<file path="src/core/cpsl_consts.svh">
/*
 * Constants for the chassis presence and status LED block: register
 * offsets, field positions, reset values and timing counts.
 * Assumes inclusion by bare name from the package and the top module.
 */
`ifndef CPSL_CONSTS_SVH
`define CPSL_CONSTS_SVH

`define CPSL_NSLOT          16
`define CPSL_SLOT_W         4
`define CPSL_CNT_W          5
`define CPSL_ID_W           8

`define CPSL_OFF_CTRL       8'h00
`define CPSL_OFF_CHASSIS    8'h04
`define CPSL_OFF_STATUS     8'h08
`define CPSL_OFF_PRESENT    8'h0c
`define CPSL_OFF_BLOCKED    8'h10
`define CPSL_OFF_SLOT_ID    8'h14
`define CPSL_OFF_FAULT_CLR  8'h18

`define CPSL_CTRL_NOKEY_BIT 0
`define CPSL_SLOTID_IDX_LSB 16
`define CPSL_CTRL_RST       1'b0
`define CPSL_CHASSIS_RST    5'h00

`define CPSL_CLK_HZ         40000000
`define CPSL_BLINK_HALF_MS  500
`define CPSL_BLINK_HALF_CYC (`CPSL_CLK_HZ / 1000 * `CPSL_BLINK_HALF_MS)
`define CPSL_ID_WAIT_CYC    3

`endif

</file>
<file path="src/core/cpsl_pkg.sv">
/*
 * Types of the chassis presence and status LED block.
 * Assumes cpsl_consts.svh is on the include path.
 */
`include "cpsl_consts.svh"

package cpsl_pkg;

    typedef struct packed {
        logic red;
        logic green;
    } cpsl_led_t;

    typedef struct packed {
        logic selftest;
        logic checksum_fail;
        logic ramtest_fail;
        logic fatal_err;
        logic fw_pending;
        logic fw_active;
        logic addr_sw_changed;
        logic link_up;
        logic traffic;
        logic ip_valid;
        logic cip_conn;
        logic cip_timeout;
        logic dup_ip;
        logic bus_off;
        logic io_timeout;
    } cpsl_cond_t;

    typedef struct packed {
        cpsl_led_t health;
        cpsl_led_t net_act;
        cpsl_led_t net_stat;
        cpsl_led_t bpl_stat;
        cpsl_led_t sys_pwr;
    } cpsl_leds_t;

    typedef enum logic [1:0] {
        CPSL_C_IDLE,
        CPSL_C_WAIT,
        CPSL_C_CHECK
    } cpsl_conn_st_t;

endpackage : cpsl_pkg

</file>
<file path="src/core/cpsl_top.sv">
/*
 * Chassis presence tracking, missing-set grouping, deferred identity
 * check and status LED encoding, with a classic Wishbone slave.
 * Assumes presence, module id and power pins are asynchronous; the
 * condition bundle and connection requests come from logic on clk_i.
 */
`timescale 1ns/100ps
`default_nettype none
`include "cpsl_consts.svh"

module cpsl_top #(
    parameter int unsigned BLINK_HALF = `CPSL_BLINK_HALF_CYC
) (
    input  wire logic                        clk_i,
    input  wire logic                        rst_i,
    input  wire logic                        wb_cyc_i,
    input  wire logic                        wb_stb_i,
    input  wire logic                        wb_we_i,
    input  wire logic [7:0]                  wb_adr_i,
    input  wire logic [3:0]                  wb_sel_i,
    input  wire logic [31:0]                 wb_dat_i,
    output logic [31:0]                      wb_dat_o,
    output logic                             wb_ack_o,
    input  wire logic [`CPSL_NSLOT-1:0]      present_i,
    input  wire logic [`CPSL_ID_W-1:0]       module_id_i,
    output logic [`CPSL_SLOT_W-1:0]          id_sel_o,
    input  wire logic [`CPSL_CNT_W-1:0]      nv_size_i,
    output logic                             nv_write_o,
    output logic [`CPSL_CNT_W-1:0]           nv_data_o,
    input  wire logic                        conn_req_i,
    input  wire logic [`CPSL_SLOT_W-1:0]     conn_slot_i,
    output logic                             conn_done_o,
    output logic                             conn_ok_o,
    input  wire logic [`CPSL_NSLOT-1:0]      conn_close_i,
    output logic                             cfg_load_o,
    output logic [`CPSL_SLOT_W-1:0]          cfg_slot_o,
    output logic                             io_run_o,
    output logic                             removed_o,
    output logic [`CPSL_SLOT_W-1:0]          removed_slot_o,
    output logic                             minor_fault_o,
    input  wire cpsl_pkg::cpsl_cond_t        cond_i,
    input  wire logic                        dcdc_ok_i,
    input  wire logic                        field_pwr_i,
    output cpsl_pkg::cpsl_leds_t             leds_o
);
    import cpsl_pkg::*;

    localparam int N = `CPSL_NSLOT;

    function automatic logic [`CPSL_CNT_W-1:0] popcount(input logic [N-1:0] v);
        logic [`CPSL_CNT_W-1:0] c;
        c = '0;
        for (int k = 0; k < N; k++) begin
            c = c + {{(`CPSL_CNT_W-1){1'b0}}, v[k]};
        end
        return c;
    endfunction : popcount

    function automatic logic [`CPSL_SLOT_W-1:0] lowest(input logic [N-1:0] v);
        logic [`CPSL_SLOT_W-1:0] s;
        s = '0;
        for (int k = N - 1; k >= 0; k--) begin
            if (v[k]) begin
                s = k[`CPSL_SLOT_W-1:0];
            end
        end
        return s;
    endfunction : lowest

    // pin synchronisers
    logic [N-1:0]            pres_s1, pres;
    logic [`CPSL_ID_W-1:0]   id_s1, id_sync;
    logic [1:0]              pwr_s1, pwr;
    always_ff @(posedge clk_i) begin
        pres_s1 <= present_i;
        pres    <= pres_s1;
        id_s1   <= module_id_i;
        id_sync <= id_s1;
        pwr_s1  <= {dcdc_ok_i, field_pwr_i};
        pwr     <= pwr_s1;
    end

    // registers
    logic                       nokey;
    logic [`CPSL_CNT_W-1:0]     chassis;
    logic                       nv_loaded;
    logic [`CPSL_ID_W-1:0]      exp_id [N];
    logic [N-1:0]               known, blocked, active;
    logic                       run, minor, bus_off_lat, size_bad;

    wire bus_req  = wb_cyc_i && wb_stb_i && !wb_ack_o;
    wire bus_wr   = bus_req && wb_we_i;
    wire wr_ctrl  = bus_wr && wb_adr_i == `CPSL_OFF_CTRL && wb_sel_i[0];
    wire wr_chas  = bus_wr && wb_adr_i == `CPSL_OFF_CHASSIS && wb_sel_i[0];
    wire wr_id    = bus_wr && wb_adr_i == `CPSL_OFF_SLOT_ID && wb_sel_i[0] && wb_sel_i[2];
    wire wr_fclr  = bus_wr && wb_adr_i == `CPSL_OFF_FAULT_CLR && wb_sel_i[0];
    wire [`CPSL_SLOT_W-1:0] wr_idx =
        wb_dat_i[`CPSL_SLOTID_IDX_LSB +: `CPSL_SLOT_W];

    // presence and grouping
    wire [`CPSL_CNT_W-1:0] pres_cnt = popcount(pres);
    wire                   size_ok  = pres_cnt == chassis;
    wire [N-1:0]           missing  = known & ~pres;
    wire [N-1:0]           grp_src  = missing | blocked;
    wire [N+1:0]           grp_pad  = {1'b0, grp_src, 1'b0};
    logic [N-1:0]          in_group;
    always_comb begin
        for (int k = 0; k < N; k++) begin
            in_group[k] = grp_pad[k+1] && (grp_pad[k] || grp_pad[k+2]);
        end
    end
    wire [N-1:0] next_blocked = ((blocked & ~pres) == '0 && blocked != '0) ? '0
                              : (blocked | (in_group & missing));
    logic [N-1:0] missing_d;
    wire  [N-1:0] new_miss  = missing & ~missing_d;
    wire          pulled    = run && new_miss != '0;
    wire          pulled_cn = pulled && (new_miss & active) != '0;

    always_ff @(posedge clk_i) begin
        if (rst_i) begin
            nokey       <= `CPSL_CTRL_RST;
            chassis     <= `CPSL_CHASSIS_RST;
            nv_loaded   <= 1'b0;
            known       <= '0;
            blocked     <= '0;
            missing_d   <= '0;
            run         <= 1'b0;
            minor       <= 1'b0;
            bus_off_lat <= 1'b0;
            size_bad    <= 1'b0;
            removed_o   <= 1'b0;
            removed_slot_o <= '0;
            nv_write_o  <= 1'b0;
            nv_data_o   <= '0;
        end else begin
            nv_loaded  <= 1'b1;
            nv_write_o <= wr_chas;
            if (!nv_loaded) begin
                chassis <= nv_size_i;
            end else if (wr_chas) begin
                chassis   <= wb_dat_i[`CPSL_CNT_W-1:0];
                nv_data_o <= wb_dat_i[`CPSL_CNT_W-1:0];
            end
            if (wr_ctrl) begin
                nokey <= wb_dat_i[`CPSL_CTRL_NOKEY_BIT];
            end
            if (nv_loaded && !run && size_ok) begin
                run   <= 1'b1;
                known <= pres;
            end
            size_bad  <= nv_loaded && !run && !size_ok;
            blocked   <= run ? next_blocked : '0;
            missing_d <= missing;
            removed_o <= pulled;
            if (pulled) begin
                removed_slot_o <= lowest(new_miss);
            end
            if (pulled_cn) begin
                minor <= 1'b1;
            end else if (wr_fclr && wb_dat_i[0]) begin
                minor <= 1'b0;
            end
            if (cond_i.bus_off) begin
                bus_off_lat <= 1'b1;
            end
        end
    end

    always_ff @(posedge clk_i) begin
        if (wr_id) begin
            exp_id[wr_idx] <= wb_dat_i[`CPSL_ID_W-1:0];
        end
    end

    // connection open: identity check deferred to the request
    cpsl_conn_st_t          cst, next_cst;
    logic [`CPSL_SLOT_W-1:0] cslot;
    logic [1:0]             wcnt;
    wire   slot_free = run && pres[conn_slot_i] && !blocked[conn_slot_i]
                    && !in_group[conn_slot_i];
    wire   id_match  = nokey || id_sync == exp_id[cslot];
    wire   chk_ok    = id_match && pres[cslot] && !blocked[cslot];

    always_comb begin
        next_cst = cst;
        case (cst)
            CPSL_C_IDLE:  if (conn_req_i && slot_free) next_cst = CPSL_C_WAIT;
            CPSL_C_WAIT:  if (wcnt == 2'(`CPSL_ID_WAIT_CYC - 1)) next_cst = CPSL_C_CHECK;
            CPSL_C_CHECK: next_cst = CPSL_C_IDLE;
            default:      next_cst = CPSL_C_IDLE;
        endcase
    end

    always_ff @(posedge clk_i) begin
        if (rst_i) begin
            cst         <= CPSL_C_IDLE;
            cslot       <= '0;
            wcnt        <= '0;
            conn_done_o <= 1'b0;
            conn_ok_o   <= 1'b0;
            cfg_load_o  <= 1'b0;
            cfg_slot_o  <= '0;
            active      <= '0;
        end else begin
            cst         <= next_cst;
            conn_done_o <= 1'b0;
            cfg_load_o  <= 1'b0;
            wcnt        <= (cst == CPSL_C_WAIT) ? wcnt + 2'd1 : 2'd0;
            if (cst == CPSL_C_IDLE && conn_req_i) begin
                cslot <= conn_slot_i;
                if (!slot_free) begin
                    conn_done_o <= 1'b1;
                    conn_ok_o   <= 1'b0;
                end
            end
            active <= active & ~conn_close_i & ~new_miss;
            if (cst == CPSL_C_CHECK) begin
                conn_done_o <= 1'b1;
                conn_ok_o   <= chk_ok;
                if (chk_ok) begin
                    cfg_load_o    <= 1'b1;
                    cfg_slot_o    <= cslot;
                    active[cslot] <= 1'b1;
                end
            end
        end
    end

    assign id_sel_o      = cslot;
    assign io_run_o      = run;
    assign minor_fault_o = minor;

    // wishbone slave, one wait state
    logic [31:0] rd_mux;
    always_comb begin
        case (wb_adr_i)
            `CPSL_OFF_CTRL:    rd_mux = {31'h0, nokey};
            `CPSL_OFF_CHASSIS: rd_mux = {27'h0, chassis};
            `CPSL_OFF_STATUS:  rd_mux = {20'h0, pres_cnt, 3'h0, size_bad,
                                         bus_off_lat, minor, run};
            `CPSL_OFF_PRESENT: rd_mux = {16'h0, pres};
            `CPSL_OFF_BLOCKED: rd_mux = {16'h0, blocked};
            default:           rd_mux = 32'h0;
        endcase
    end

    always_ff @(posedge clk_i) begin
        if (rst_i) begin
            wb_ack_o <= 1'b0;
            wb_dat_o <= '0;
        end else begin
            wb_ack_o <= bus_req;
            wb_dat_o <= (bus_req && !wb_we_i) ? rd_mux : 32'h0;
        end
    end

    // shared blink timebase
    logic [31:0] bcnt;
    logic        ph;
    always_ff @(posedge clk_i) begin
        if (rst_i) begin
            bcnt <= '0;
            ph   <= 1'b0;
        end else if (bcnt >= BLINK_HALF - 1) begin
            bcnt <= '0;
            ph   <= ~ph;
        end else begin
            bcnt <= bcnt + 32'd1;
        end
    end

    localparam cpsl_led_t OFF = '{red: 1'b0, green: 1'b0};
    localparam cpsl_led_t RED = '{red: 1'b1, green: 1'b0};
    localparam cpsl_led_t GRN = '{red: 1'b0, green: 1'b1};
    wire cpsl_led_t alt   = '{red: ph,   green: !ph};
    wire cpsl_led_t f_red = '{red: ph,   green: 1'b0};
    wire cpsl_led_t f_grn = '{red: 1'b0, green: ph};

    wire unrec  = cond_i.checksum_fail || cond_i.ramtest_fail || cond_i.fatal_err;
    wire recov  = cond_i.fw_pending || cond_i.addr_sw_changed;
    wire bpl_fl = size_bad || missing != '0 || cond_i.io_timeout || minor;

    cpsl_leds_t next_leds;
    always_comb begin
        next_leds.health   = cond_i.selftest ? alt
                           : unrec           ? RED
                           : recov           ? f_red : GRN;
        next_leds.net_act  = !cond_i.link_up ? OFF
                           : cond_i.traffic  ? f_grn : GRN;
        next_leds.net_stat = cond_i.selftest    ? alt
                           : cond_i.dup_ip      ? RED
                           : cond_i.cip_timeout ? f_red
                           : !cond_i.ip_valid   ? OFF
                           : cond_i.cip_conn    ? GRN : f_grn;
        next_leds.bpl_stat = cond_i.selftest    ? alt
                           : (bus_off_lat || cond_i.bus_off) ? RED
                           : bpl_fl             ? f_red
                           : cond_i.fw_active   ? f_grn
                           : (run && active != '0) ? GRN : OFF;
        next_leds.sys_pwr  = (pwr == 2'b11) ? GRN : OFF;
    end

    always_ff @(posedge clk_i) begin
        if (rst_i) begin
            leds_o <= '0;
        end else begin
            leds_o <= next_leds;
        end
    end

endmodule : cpsl_top
`default_nettype wire

</file>
<file path="config.mk">
export PLATFORM = sky130hd
export DESIGN_NAME = cpsl_top
export DESIGN_NICKNAME = d
export VERILOG_FILES = /design/src/core/cpsl_pkg.sv /design/src/core/cpsl_top.sv
export VERILOG_INCLUDE_DIRS = /design/src /design/src/core
export SDC_FILE = /design/constraint.sdc
export NUM_CORES = 1
export LEC_CHECK = 0
export ABC_AREA = 0
export ABC_CLOCK_PERIOD_IN_PS = 5800
export BUFFER_PORTS_ARGS = -buffer_cell sky130_fd_sc_hd__buf_2
export CAP_MARGIN = 5
export CORE_ASPECT_RATIO = 1.2
export CORE_UTILIZATION = 50
export CTS_BUF_LIST = sky130_fd_sc_hd__clkbuf_8 sky130_fd_sc_hd__clkbuf_16
export DETAILED_ROUTE_END_ITERATION = 10
export PLACE_DENSITY = 0.73
export RECOVER_POWER = 25
export SLEW_MARGIN = 10
export SYNTH_ARGS = -nofsm -noshare
export SYNTH_HDL_FRONTEND = slang
export SYNTH_SLANG_ARGS = --single-unit
export TNS_END_PERCENT = 20
</file>
<file path="constraint.sdc">
create_clock -name clk_i -period 5.8 [get_ports clk_i]
set_input_delay 0.58 -clock clk_i [delete_from_list [all_inputs] [get_ports clk_i]]
set_output_delay 0.58 -clock clk_i [all_outputs]
set_load 0.02 [all_outputs]
</file>
* Word level (Yosys, flattened, before mapping)
Memories as Yosys holds them, arrays and structs flattened. A register that Yosys moved wholly into a read port is not among the register bits.
Cells that the tools add are included.
** Storage, ports and cells
- Bits in read-only memories :: 0
- Bits in latches :: 0
- Word-level logic and storage cells :: 260
- Memories :: 1
- RAM bits :: 128
- Register bits after elaboration :: 229
- Input bits :: 116
- Output and inout port bits :: 67
** Cells by class
- $add $sub $neg :: 17
- Multiplexer cells :: 65
- Shift operators :: 0
- Bitwise logic cells :: 20
- Equality and inequality tests :: 16
- Reduce and logical (&&, ||, !) cells :: 95
- Div/mod/pow operators :: 0
- Order comparisons :: 4
- Multipliers :: 0
** Memory list
- exp_id :: words 16, width 8, rd ports 1, clocked after memory_dff 1, write ports 1, RTL line cpsl_top.sv:87 : logic [`CPSL_ID_W-1:0] exp_id [N];
** Operators by type and width (count)
- $and A16 B16 Y16 :: 7
- $pmux W16 S5 :: 1
- $reduce_bool A16 Y1 :: 5
- $mux W4 :: 18
- $not A16 Y16 :: 4
- $add A5 B1 Y5 :: 11
- $or A16 B16 Y16 :: 3
- $logic_and A1 B1 Y1 :: 45
- $add A32 B1 Y32 const B :: 1
- $ge A32 B25 Y1 const B :: 1
- $mux W16 :: 2
- $eq A8 B5 Y1 const B :: 3
- $mux W1 :: 24
- $logic_or A1 B1 Y1 :: 22
- $mux W2 :: 11
- $bmux W1 S4 :: 5
- $eq A8 B4 Y1 const B :: 2
- $logic_not A16 Y1 :: 1
- $lt A4 B5 Y1 const B :: 2
- $mux W5 :: 2
- $reduce_or A2 Y1 :: 5
- $eq A8 B3 Y1 const B :: 1
- $eq A8 B8 Y1 :: 1
- $logic_not A1 Y1 :: 8
- 19 further kinds :: 32

* Logic depth before layout (Yosys ltp)
Gate-level depths: netlist of run 1.
- Word-level depth :: 19
- Gate-level depth with buffers :: 18
- Mapped depth without buffers :: 16

* Worst setup path before layout of run 1
No wires, ideal clock.
- Path type :: register -> register
- Start point :: register pres[0]
- End point :: register known[10]
- Setup time :: 0.128 ns
- Clock period less this slack :: 4.717 ns
- Stages on the path, launching flop included :: 18
- Slack :: 1.083 ns
- Buffers on the path :: 2
- Arrival time :: 4.589 ns
- Required time :: 5.672 ns
- Path through :: dfxtp_1 inv_1 fa_1 fa_1 fa_1 fa_1 inv_1 ha_1 fa_1 a21oi_1 nor2b_1 xnor2_1 and4_1 and3b_1 clkbuf_1 buf_2 mux2i_1 nor2_1
** On the way
- Word-level cells in the longest chain between the ends :: 17
** Ends and longest elaborated chain
- start: declaration :: RTL line cpsl_top.sv:71 : logic [N-1:0] pres_s1, pres;
- start signal: assignment :: RTL line cpsl_top.sv:76 : pres <= pres_s1;
- $add A1 B1 Y2 :: RTL line cpsl_top.sv:54 : c = c + {{(`CPSL_CNT_W-1){1'b0}}, v[k]};
- $add A2 B1 Y3 :: RTL line cpsl_top.sv:54
- $add A3 B1 Y4 :: RTL line cpsl_top.sv:54
- $add A4 B1 Y5 :: RTL line cpsl_top.sv:54
- $add A5 B1 Y5 (11 in series) :: RTL line cpsl_top.sv:54
- $eq A5 B5 Y1 :: RTL line cpsl_top.sv:102 : wire size_ok = pres_cnt == chassis;
- $logic_and A1 B1 Y1 :: RTL line cpsl_top.sv:147 : if (nv_loaded && !run && size_ok) begin
- end signal: assignment :: RTL line cpsl_top.sv:149 : known <= pres;
- end: declaration :: RTL line cpsl_top.sv:88 : logic [N-1:0] known, blocked, active;
Every way passes these cells.
A chain may end at the register's enable or synchronous reset.

* Worst setup path in the final report of run 1
- Start point :: register pres[1]
- End point :: register known[10]
Same word-level chain as after synthesis.

==> results of run 1 <==
==> how the worst max path moves through the flow <==
stage          slack [ps]    start         to  depth (start not counted)
6_report             1090  pres[1]  known[10]                         16
5_1_grt               880  pres[0]  known[10]                         15
4_1_cts              1130  pres[0]  known[10]                         16
3_5_place_dp         1160  pres[0]  known[13]                         16
3_3_place_gp         1210  pres[0]  known[15]                         16
2_1_floorplan        1080  pres[0]  known[10]                         17
==> area by class of cell <==
class / instances / area share [%]
clock inverter: 18 / 0.8017
timing repair buffer: 157 / 5.041
multi-input combinational: 760 / 33.42
antenna: 4 / 0.06167
inverter: 53 / 1.226
sequential: 343 / 50.20
tap: 374 / 2.883
clock buffer: 44 / 6.367
==> kinds of logic after synthesis <==
family | Yosys count | share of synthesized area [%]
compound gates | 161 | 8.573
xor+xnor | 45 | 2.813
fa+ha+maj | 17 | 2.054
buf+inv | 112 | 3.813
flops | 343 | 58.15
mux | 88 | 9.252
other cells | 1 | 0.02676
simple gates | 424 | 15.32
==> worst reg2reg max path, cell delays in order, from the launching register on <==
cell	delay, ps
dfxtp_1	520
inv_1	130
fa_1	510
fa_1	550
fa_1	430
fa_1	490
inv_1	40
ha_1	200
fa_1	410
a21oi_1	160
nor2b_1	80
xnor2_1	130
and4_1	230
and3b_1	190
buf_4	220
mux2i_1	220
nor2_1	60
==> layer usage <==
| layer | wire length, um | vias to the layer above | global-route usage (%) |
|---|---|---|---|
| met2 | 17660 | 445 | 43.28 |
| met1 | 13880 | 4791 | 31.41 |
| met3 | 2427 | 94 | 3.837 |
| met5 | 0 | - | 0 |
| li1 | - | 4623 | - |
| met4 | 1472 | 0 | 10.93 |
==> power breakdown <==
part | switching, mW | internal (mW)
combinational | 0.354 | 0.264
sequential | 0.0685 | 2.56
clock | 0.933 | 1.31
==> sequential cells by signal, summed over array words and instances (netlist names), 8 cells and up, named ones only <==
signal,flops
exp_id,128
bcnt,32
active,16
blocked,16
known,16
missing_d,16
pres,16
pres_s1,16
wb_dat_o,16
id_s1,8
id_sync,8
leds_o,8
==> cell usage in the layout, fill, tap and decap left out, drive strengths merged, types with 9 or more instances in the layout <==
master / count
or4: 21
nor2b: 27
mux4: 32
nand4: 9
nand2b: 14
buf: 151
o21ai: 21
nor4: 14
nand3: 31
mux2i: 44
o22ai: 10
inv: 55
dfxtp: 215
nor3b: 14
conb: 25
nor3: 19
a21oi: 36
fa: 10
or4b: 11
edfxtp: 128
clkbuf: 50
xnor2: 27
nand2: 57
clkinv: 12
nor2: 171
xor2: 18
a22oi: 20
mux2: 12
==> metrics by stage <==
stage / instances / hold slack, ps / cell area, um2 / worst slack [ps]
floorplan: 1215 / 309.6 / 14100 / 1083
global placement: 1687 / 310.2 / 15070 / 1208
detailed placement: 1687 / 312.1 / 15070 / 1164
CTS: 1749 / 149.5 / 16230 / 1127
global route: 1751 / 150.1 / 16230 / 876.5
finish: 1753 / 165.7 / 16230 / 1090
==> summary.md, run 1 <==
| Metric | Value |
|---|---|
| Arr. time, crit path | roughly 5100 ps |
| Slowest cell delay on critical path | 550 ps |
| Critical R2R Launch | pres[1] |
| Slew Limit Fails | 0 |
| Power per standard cell area | 338.2 nW/um2 |
| Post-CTS repair timing setup buffer count | 0 |
| Total global routing overflow | 0 |
| Worst setup SP type | flop |
| Worst Hold Launch | present_i[2] |
| Clock root buffer | clkbuf_16 |
| Top post-synthesis cells by area | dfxtp_1 (31%), edfxtp_1 (27%), mux4_2 (5.1%) |
| Distinct cell type count after synthesis | 75 |
| Area added between synthesis and finish | 15.85% |
| TritonCTS sink count | 343 |
| Predominant post-synthesis flop cell | dfxtp_1 |
| Count of input and output buffers | 142 |
| Number of antenna violations at the first check in global routing | 2 |
| Count of flip-flops with a built-in enable after synthesis | ~130 |
| Fraction of synthesized cell area taken by the top area cell type | 30.72% |
| Area taken by multi-input logic gates | between 5000 and 6000 um2 |
| Final routed DRC violation total | 0 |
| Fin Setup TNS | 0 ps |
| Total number of vias | 9,953 |
| Placement row count | 66 |
| VDD IR max | between 0.2 and 0.25 mV |
| Top cell family by delay on the critical path | adder cells |
| All-Layer GR Usage | between 20% and 30% |
| Terminating pin of the worst hold path | pres_s1[2] |
| Share of post-route cells with drive strength above 1 | a little over a fifth |
| Maximum achievable frequency | 212.3 MHz |
| Endpoint of the worst-slack reg-to-reg timing path | known[10] |
| Sequential element share of the synthesized area | 58.15% |
| First-pass GRT wire length | about 55 mm |
| Type of the tightest min-delay check | primary input to flop |
| GPL Wtd Cong | approximately 0.9 |
| Final HPWL from detailed placement | between 20 and 25 mm |
| Number of hold buffers added after CTS | 0 |
| Slew at the pin closest to its max-slew limit | 1019 ps |
| Reg2Reg Depth | 16 |
| Outcome | finished, final reports clean |
| Count of endpoints failing setup in the final report | 0 |
| Residual antenna-violating net count after detailed routing | 0 |
| Worst setup skew after layout | 14.58 ps |
| Area occupied by registers | 8149 um2 |
| Endpoints failing hold | 0 |
| Worst-Skew Late Latency | roughly 520 ps |
| Cells resized by post-CTS repair | 0 |
| Number of clock buffers inserted by TritonCTS | 35 |
| Number of global-route vias before repair | 9,843 |
| Routed wirelength normalized by instance count | roughly 20 um |
| Core Area | roughly 27,000 um2 |
| Post-route core utilization | ~59% |
| Die boundary width | between 150 and 200 um |
| Maximum number of pins on one net before global-route repair | between 90 and 100 |
| Overall power | roughly 5.5 mW |
| Critical path, cell by cell | inv_1 -> fa_1 -> fa_1 -> fa_1 -> fa_1 -> inv_1 -> ha_1 -> fa_1 -> a21oi_1 -> nor2b_1 -> xnor2_1 -> and4_1 -> and3b_1 -> buf_4 -> mux2i_1 -> nor2_1 |
| Flop-to-flop setup slack | roughly 1100 ps |
| TritonCTS clock tree | yes |
| CTS H-Tree Depth | 2 |
| Detailed-route vias per instance | around 5.7 |
| Share of synthesized flip-flops with an asynchronous set or reset | 0% |
| Post-layout minimum cycle time | roughly 4700 ps |
| Cell repeated most along the worst path | fa_1 |
| Syn Inst Count | roughly 1.2k |
| Fraction of the cycle the final worst path needs | 81.21% |
| Fill cell count | 2,269 |
| Area enclosed by the die boundary | roughly 29,000 um2 |
| Average cell area after synthesis | 11.76 um2 |
| Most frequent cell after synthesis | dfxtp_1 |
| Path type of the worst setup path | flop to flop |
| Cell with the biggest individual delay on the critical path | fa_1 |
| Post-synth top area cell | dfxtp_1 |
| Final nets | between 1k and 1.5k |
| I/O Pins | ~180 |
| Max-slew headroom | between 30% and 40% |
| Commonest cells post-synth | dfxtp_1 (215), nor2_1 (171), edfxtp_1 (128) |
| Maximum buffer depth of the clock tree | 3 |
| Worst setup EP type | flop |
| Yosys warnings | 0 |
| Synth Cell Area | around 14,000 um2 |
| Detailed Route Iter0 Violations | just under 700 |
| Standby leakage power | slightly below 6 nW |
| Count of buffer and inverter cells on the critical path | 3 |
| Data required time at the worst endpoint | between 6000 and 7000 ps |
| Number of maximum-capacitance constraint violations | 0 |
| Die boundary height | ~190 um |
| Count of state elements after synthesis | around 340 |
| WL final | 35.44 mm |
| Starting Density | between 50% and 60% |
| Clock input transition at the sequential cells of the worst setup and hold paths | ~60 ps |
| RSZ-0062 raised after global routing | false |
| Largest fanout of any net on the critical path | 9 |
| Pre-antenna DRT Iters | 5 |
| Hold path cells | 1 |
Note: power is estimated with default switching activity, not from simulation.
==> inputs of run 2 (changes only) <==
--- a/config.mk
+++ b/config.mk
@@ -7,14 +7,14 @@
 export NUM_CORES = 1
 export LEC_CHECK = 0
 export ABC_AREA = 0
-export ABC_CLOCK_PERIOD_IN_PS = 5800
+export ABC_CLOCK_PERIOD_IN_PS = 3900
 export BUFFER_PORTS_ARGS = -buffer_cell sky130_fd_sc_hd__buf_2
 export CAP_MARGIN = 5
 export CORE_ASPECT_RATIO = 1.2
 export CORE_UTILIZATION = 50
 export CTS_BUF_LIST = sky130_fd_sc_hd__clkbuf_8 sky130_fd_sc_hd__clkbuf_16
 export DETAILED_ROUTE_END_ITERATION = 10
-export PLACE_DENSITY = 0.73
+export PLACE_DENSITY = 0.75
 export RECOVER_POWER = 25
 export SLEW_MARGIN = 10
 export SYNTH_ARGS = -nofsm -noshare
==> constraint.sdc (replaced) <==
create_clock -name clk_i -period 3.9 [get_ports clk_i]
set_input_delay 0.39 -clock clk_i [delete_from_list [all_inputs] [get_ports clk_i]]
set_output_delay 0.39 -clock clk_i [all_outputs]
set_load 0.02 [all_outputs]
==> run 2 against run 1 <==
Net effect: the flow now finishes with violations (setup timing); cell count increased by 3.3%; count of clock-buffer cells in the layout unchanged; power increased by 51%; non-clock buffer count rose by 58; combinational power up 70%; utilization increased by 2.1 points; flip-flop and latch count unchanged; register-to-register slack lost 1500 ps; hold slack worse by 110 ps; critical path type unchanged.
==> summary.md, run 2 (same netlist as run 1, synthesis figures left out) <==
| Metric | Value |
|---|---|
| TritonCTS sink count | 343 (unchanged) |
| Number of global-route vias before repair | 10.36k (was 9,843) |
| Core Area | 27,330 um2 (unchanged) |
| GPL Wtd Cong | 0.9495 (was 0.9254) |
| Final HPWL from detailed placement | 25.83 mm (was 24.86 mm) |
| First-pass GRT wire length | 56.37 mm (was 54.83 mm) |
| Worst-case setup margin in the final layout | -456.7 ps (was 1090 ps) |
| Die boundary width | 154.8 um (unchanged) |
| Placement row count | 66 (unchanged) |
| Final nets | 1,541 (was 1,483) |
| Type of the tightest min-delay check | primary input to flop (unchanged) |
| Slew at the pin closest to its max-slew limit | 1184 ps (was 1019 ps) |
| Worst Hold Launch | cond_i[6] (was present_i[2]) |
| Total number of vias | 10.24k (was 9,953) |
| Largest fanout of any net on the critical path | 17 (was 9) |
| Outcome | finished with violations (was finished, final reports clean) |
| Clock root buffer | clkbuf_16 (unchanged) |
| Critical R2R Launch | pres[0] (was pres[1]) |
| Max reg flops | 128 (unchanged) |
| Power per standard cell area | 493.2 nW/um2 (was 338.2 nW/um2) |
| Maximum achievable frequency | 229.5 MHz (was 212.3 MHz) |
| Detailed-route vias per instance | 5.652 (was 5.678) |
| WL final | 36.25 mm (was 35.44 mm) |
| Number of clock buffers inserted by TritonCTS | 35 (unchanged) |
| Number of maximum-capacitance constraint violations | 0 (unchanged) |
| Starting Density | 51.26% (unchanged) |
| Post-layout minimum cycle time | 4357 ps (was 4710 ps) |
| VDD IR max | 0.4004 mV (was 0.2150 mV) |
| Total global routing overflow | 0 (unchanged) |
| Path type of the worst setup path | flop to flop (unchanged) |
| Share of post-route cells with drive strength above 1 | 23.45% (was 21.16%) |
| Cell count after placement | 1,719 (was 1,687) |
| Area enclosed by the die boundary | 28,700 um2 (unchanged) |
| TritonCTS clock tree | yes (unchanged) |
| Pre-antenna DRT Iters | 7 (was 5) |
| Worst setup EP type | flop (unchanged) |
| Overall power | 8.282 mW (was 5.490 mW) |
| Fraction of the cycle the final worst path needs | 111.7% (was 81.21%) |
| All-Layer GR Usage | 25.77% (was 25.13%) |
| Standby leakage power | 6.216 nW (was 5.936 nW) |
| Die boundary height | 185.4 um (unchanged) |
| Met3 Wirelength | 2.186 mm (was 2.427 mm) |
| Most common library cell in the layout ignoring fill and taps | dfxtp_1 (unchanged) |
| Worst setup skew after layout | 24.76 ps (was 14.58 ps) |
| CTS H-Tree Depth | 2 (unchanged) |
| Count of input and output buffers | 142 (unchanged) |
| Violations in the final reports | setup timing |
| Data required time at the worst endpoint | 4280 ps (was 6160 ps) |
| Routed wirelength normalized by instance count | 20.02 um (was 20.21 um) |
| Critical path startpoint | pres[0] (was pres[1]) |
| Residual antenna-violating net count after detailed routing | 0 (unchanged) |
| Slew Limit Fails | 0 (unchanged) |
| Largest reg by FF count | exp_id (unchanged) |
| Final routed DRC violation total | 0 (unchanged) |
| Area occupied by registers | 8160 um2 (was 8149 um2) |
| Worst setup SP type | flop (unchanged) |
| Non-Filler Instances | 1,811 (was 1,753) |
| Post-CTS repair timing setup buffer count | 0 (unchanged) |
| Arr. time, crit path | 4740 ps (was 5070 ps) |
| Clock input transition at the sequential cells of the worst setup and hold paths | 60 ps (about the same) |
| RSZ-0062 raised after global routing | true (was false) |
| Area taken by multi-input logic gates | 5449 um2 (was 5424 um2) |
| Count of endpoints failing setup in the final report | 17 (was 0) |
| Met2 Routed Length | 18.05 mm (was 17.66 mm) |
| Number of antenna violations at the first check in global routing | 4 (was 2) |
| Maximum number of pins on one net before global-route repair | 55 (was 93) |
| Max-slew headroom | 20.53% (was 31.80%) |
| Detailed Route Iter0 Violations | 784 (was 680) |
| Top Registers | exp_id: 128 flops, bcnt: 32 flops (unchanged) |
| Top routing layer in use | met4 (unchanged) |
| Wire length on met1 | 14.18 mm (was 13.88 mm) |
| Maximum buffer depth of the clock tree | 3 (unchanged) |
| Endpoints failing hold | 0 (unchanged) |
| Area added between synthesis and finish | 19.85% (was 15.85%) |
| Fill cell count | 2,188 (was 2,269) |
| Most frequent cells in the layout | dfxtp_1 (207), nor2_1 (171), buf_2 (134), edfxtp_1 (128), nand2_1 (57) (was dfxtp_1 (214), nor2_1 (171), buf_2 (135), edfxtp_1 (128), nand2_1 (57)) |
| Worst-Skew Late Latency | 510 ps (was 520 ps) |
| I/O Pins | 183 (unchanged) |
## run 2: layer usage
layer,track usage (%),vias to the layer above
li1,-,4743
met1,31.15,4959
met2,44.29,426
met3,4.048,107
met4,13.90,0
met5,0,-
## run 2: through the flow
step                setup slack [ps]  hold WS [ps]  setup TNS [ps]  utilization (%)  cell area [um2]
detailed placement            -483.7         312.1           -7846            56.16            15350
CTS                           -475.2         44.59           -7691            61.38            16780
global placement              -333.0         310.1           -5456            56.16            15350
finish                        -456.7         58.82           -7351            61.43            16790
floorplan                     -333.4         308.9           -4561                -            14150
global route                  -599.4         38.26           -9520            61.43            16790
## run 2: final cells by class
cell class,instances,area share [%]
clock inverters,18,0.7078
multi-input cells,760,32.45
well taps,374,2.787
inverters,53,1.185
flip-flops and latches,343,48.60
clock buffers,44,6.222
repair buffers,215,7.995
diodes,4,0.05961
## run 2: final timing paths
kind,end,cells after the start,slack (ps)
worst max-delay path,known[7],15,-460
worst min-delay path,leds_o[6],2,60
worst max register to register,known[7],15,-460
worst min register to register,pwr[1],0,330
## run 2: report_power, final
group          switching [mW]  internal [mW]
Combinational           0.574          0.476
Clock                    1.37           1.97
Sequential             0.0888           3.80
Total                    2.04           6.25
## run 2: repair_timing
action                                  in CTS  in global routing
hold endpoints to repair                    26                  0
pin swaps                                    0                  1
hold buffers                                26                  0
endpoints found under the setup margin      18                 20
resized for setup                            2                  6
## run 2: critical path, stage by stage (launching register included)
cell,delay [ps]
dfxtp_2,340
inv_2,50
fa_1,520
fa_1,560
fa_1,430
fa_1,510
inv_2,50
ha_4,160
fa_2,390
xor2_2,180
xnor2_1,130
and4_1,230
and3b_2,220
buf_12,180
mux2i_1,210
nor2_1,50
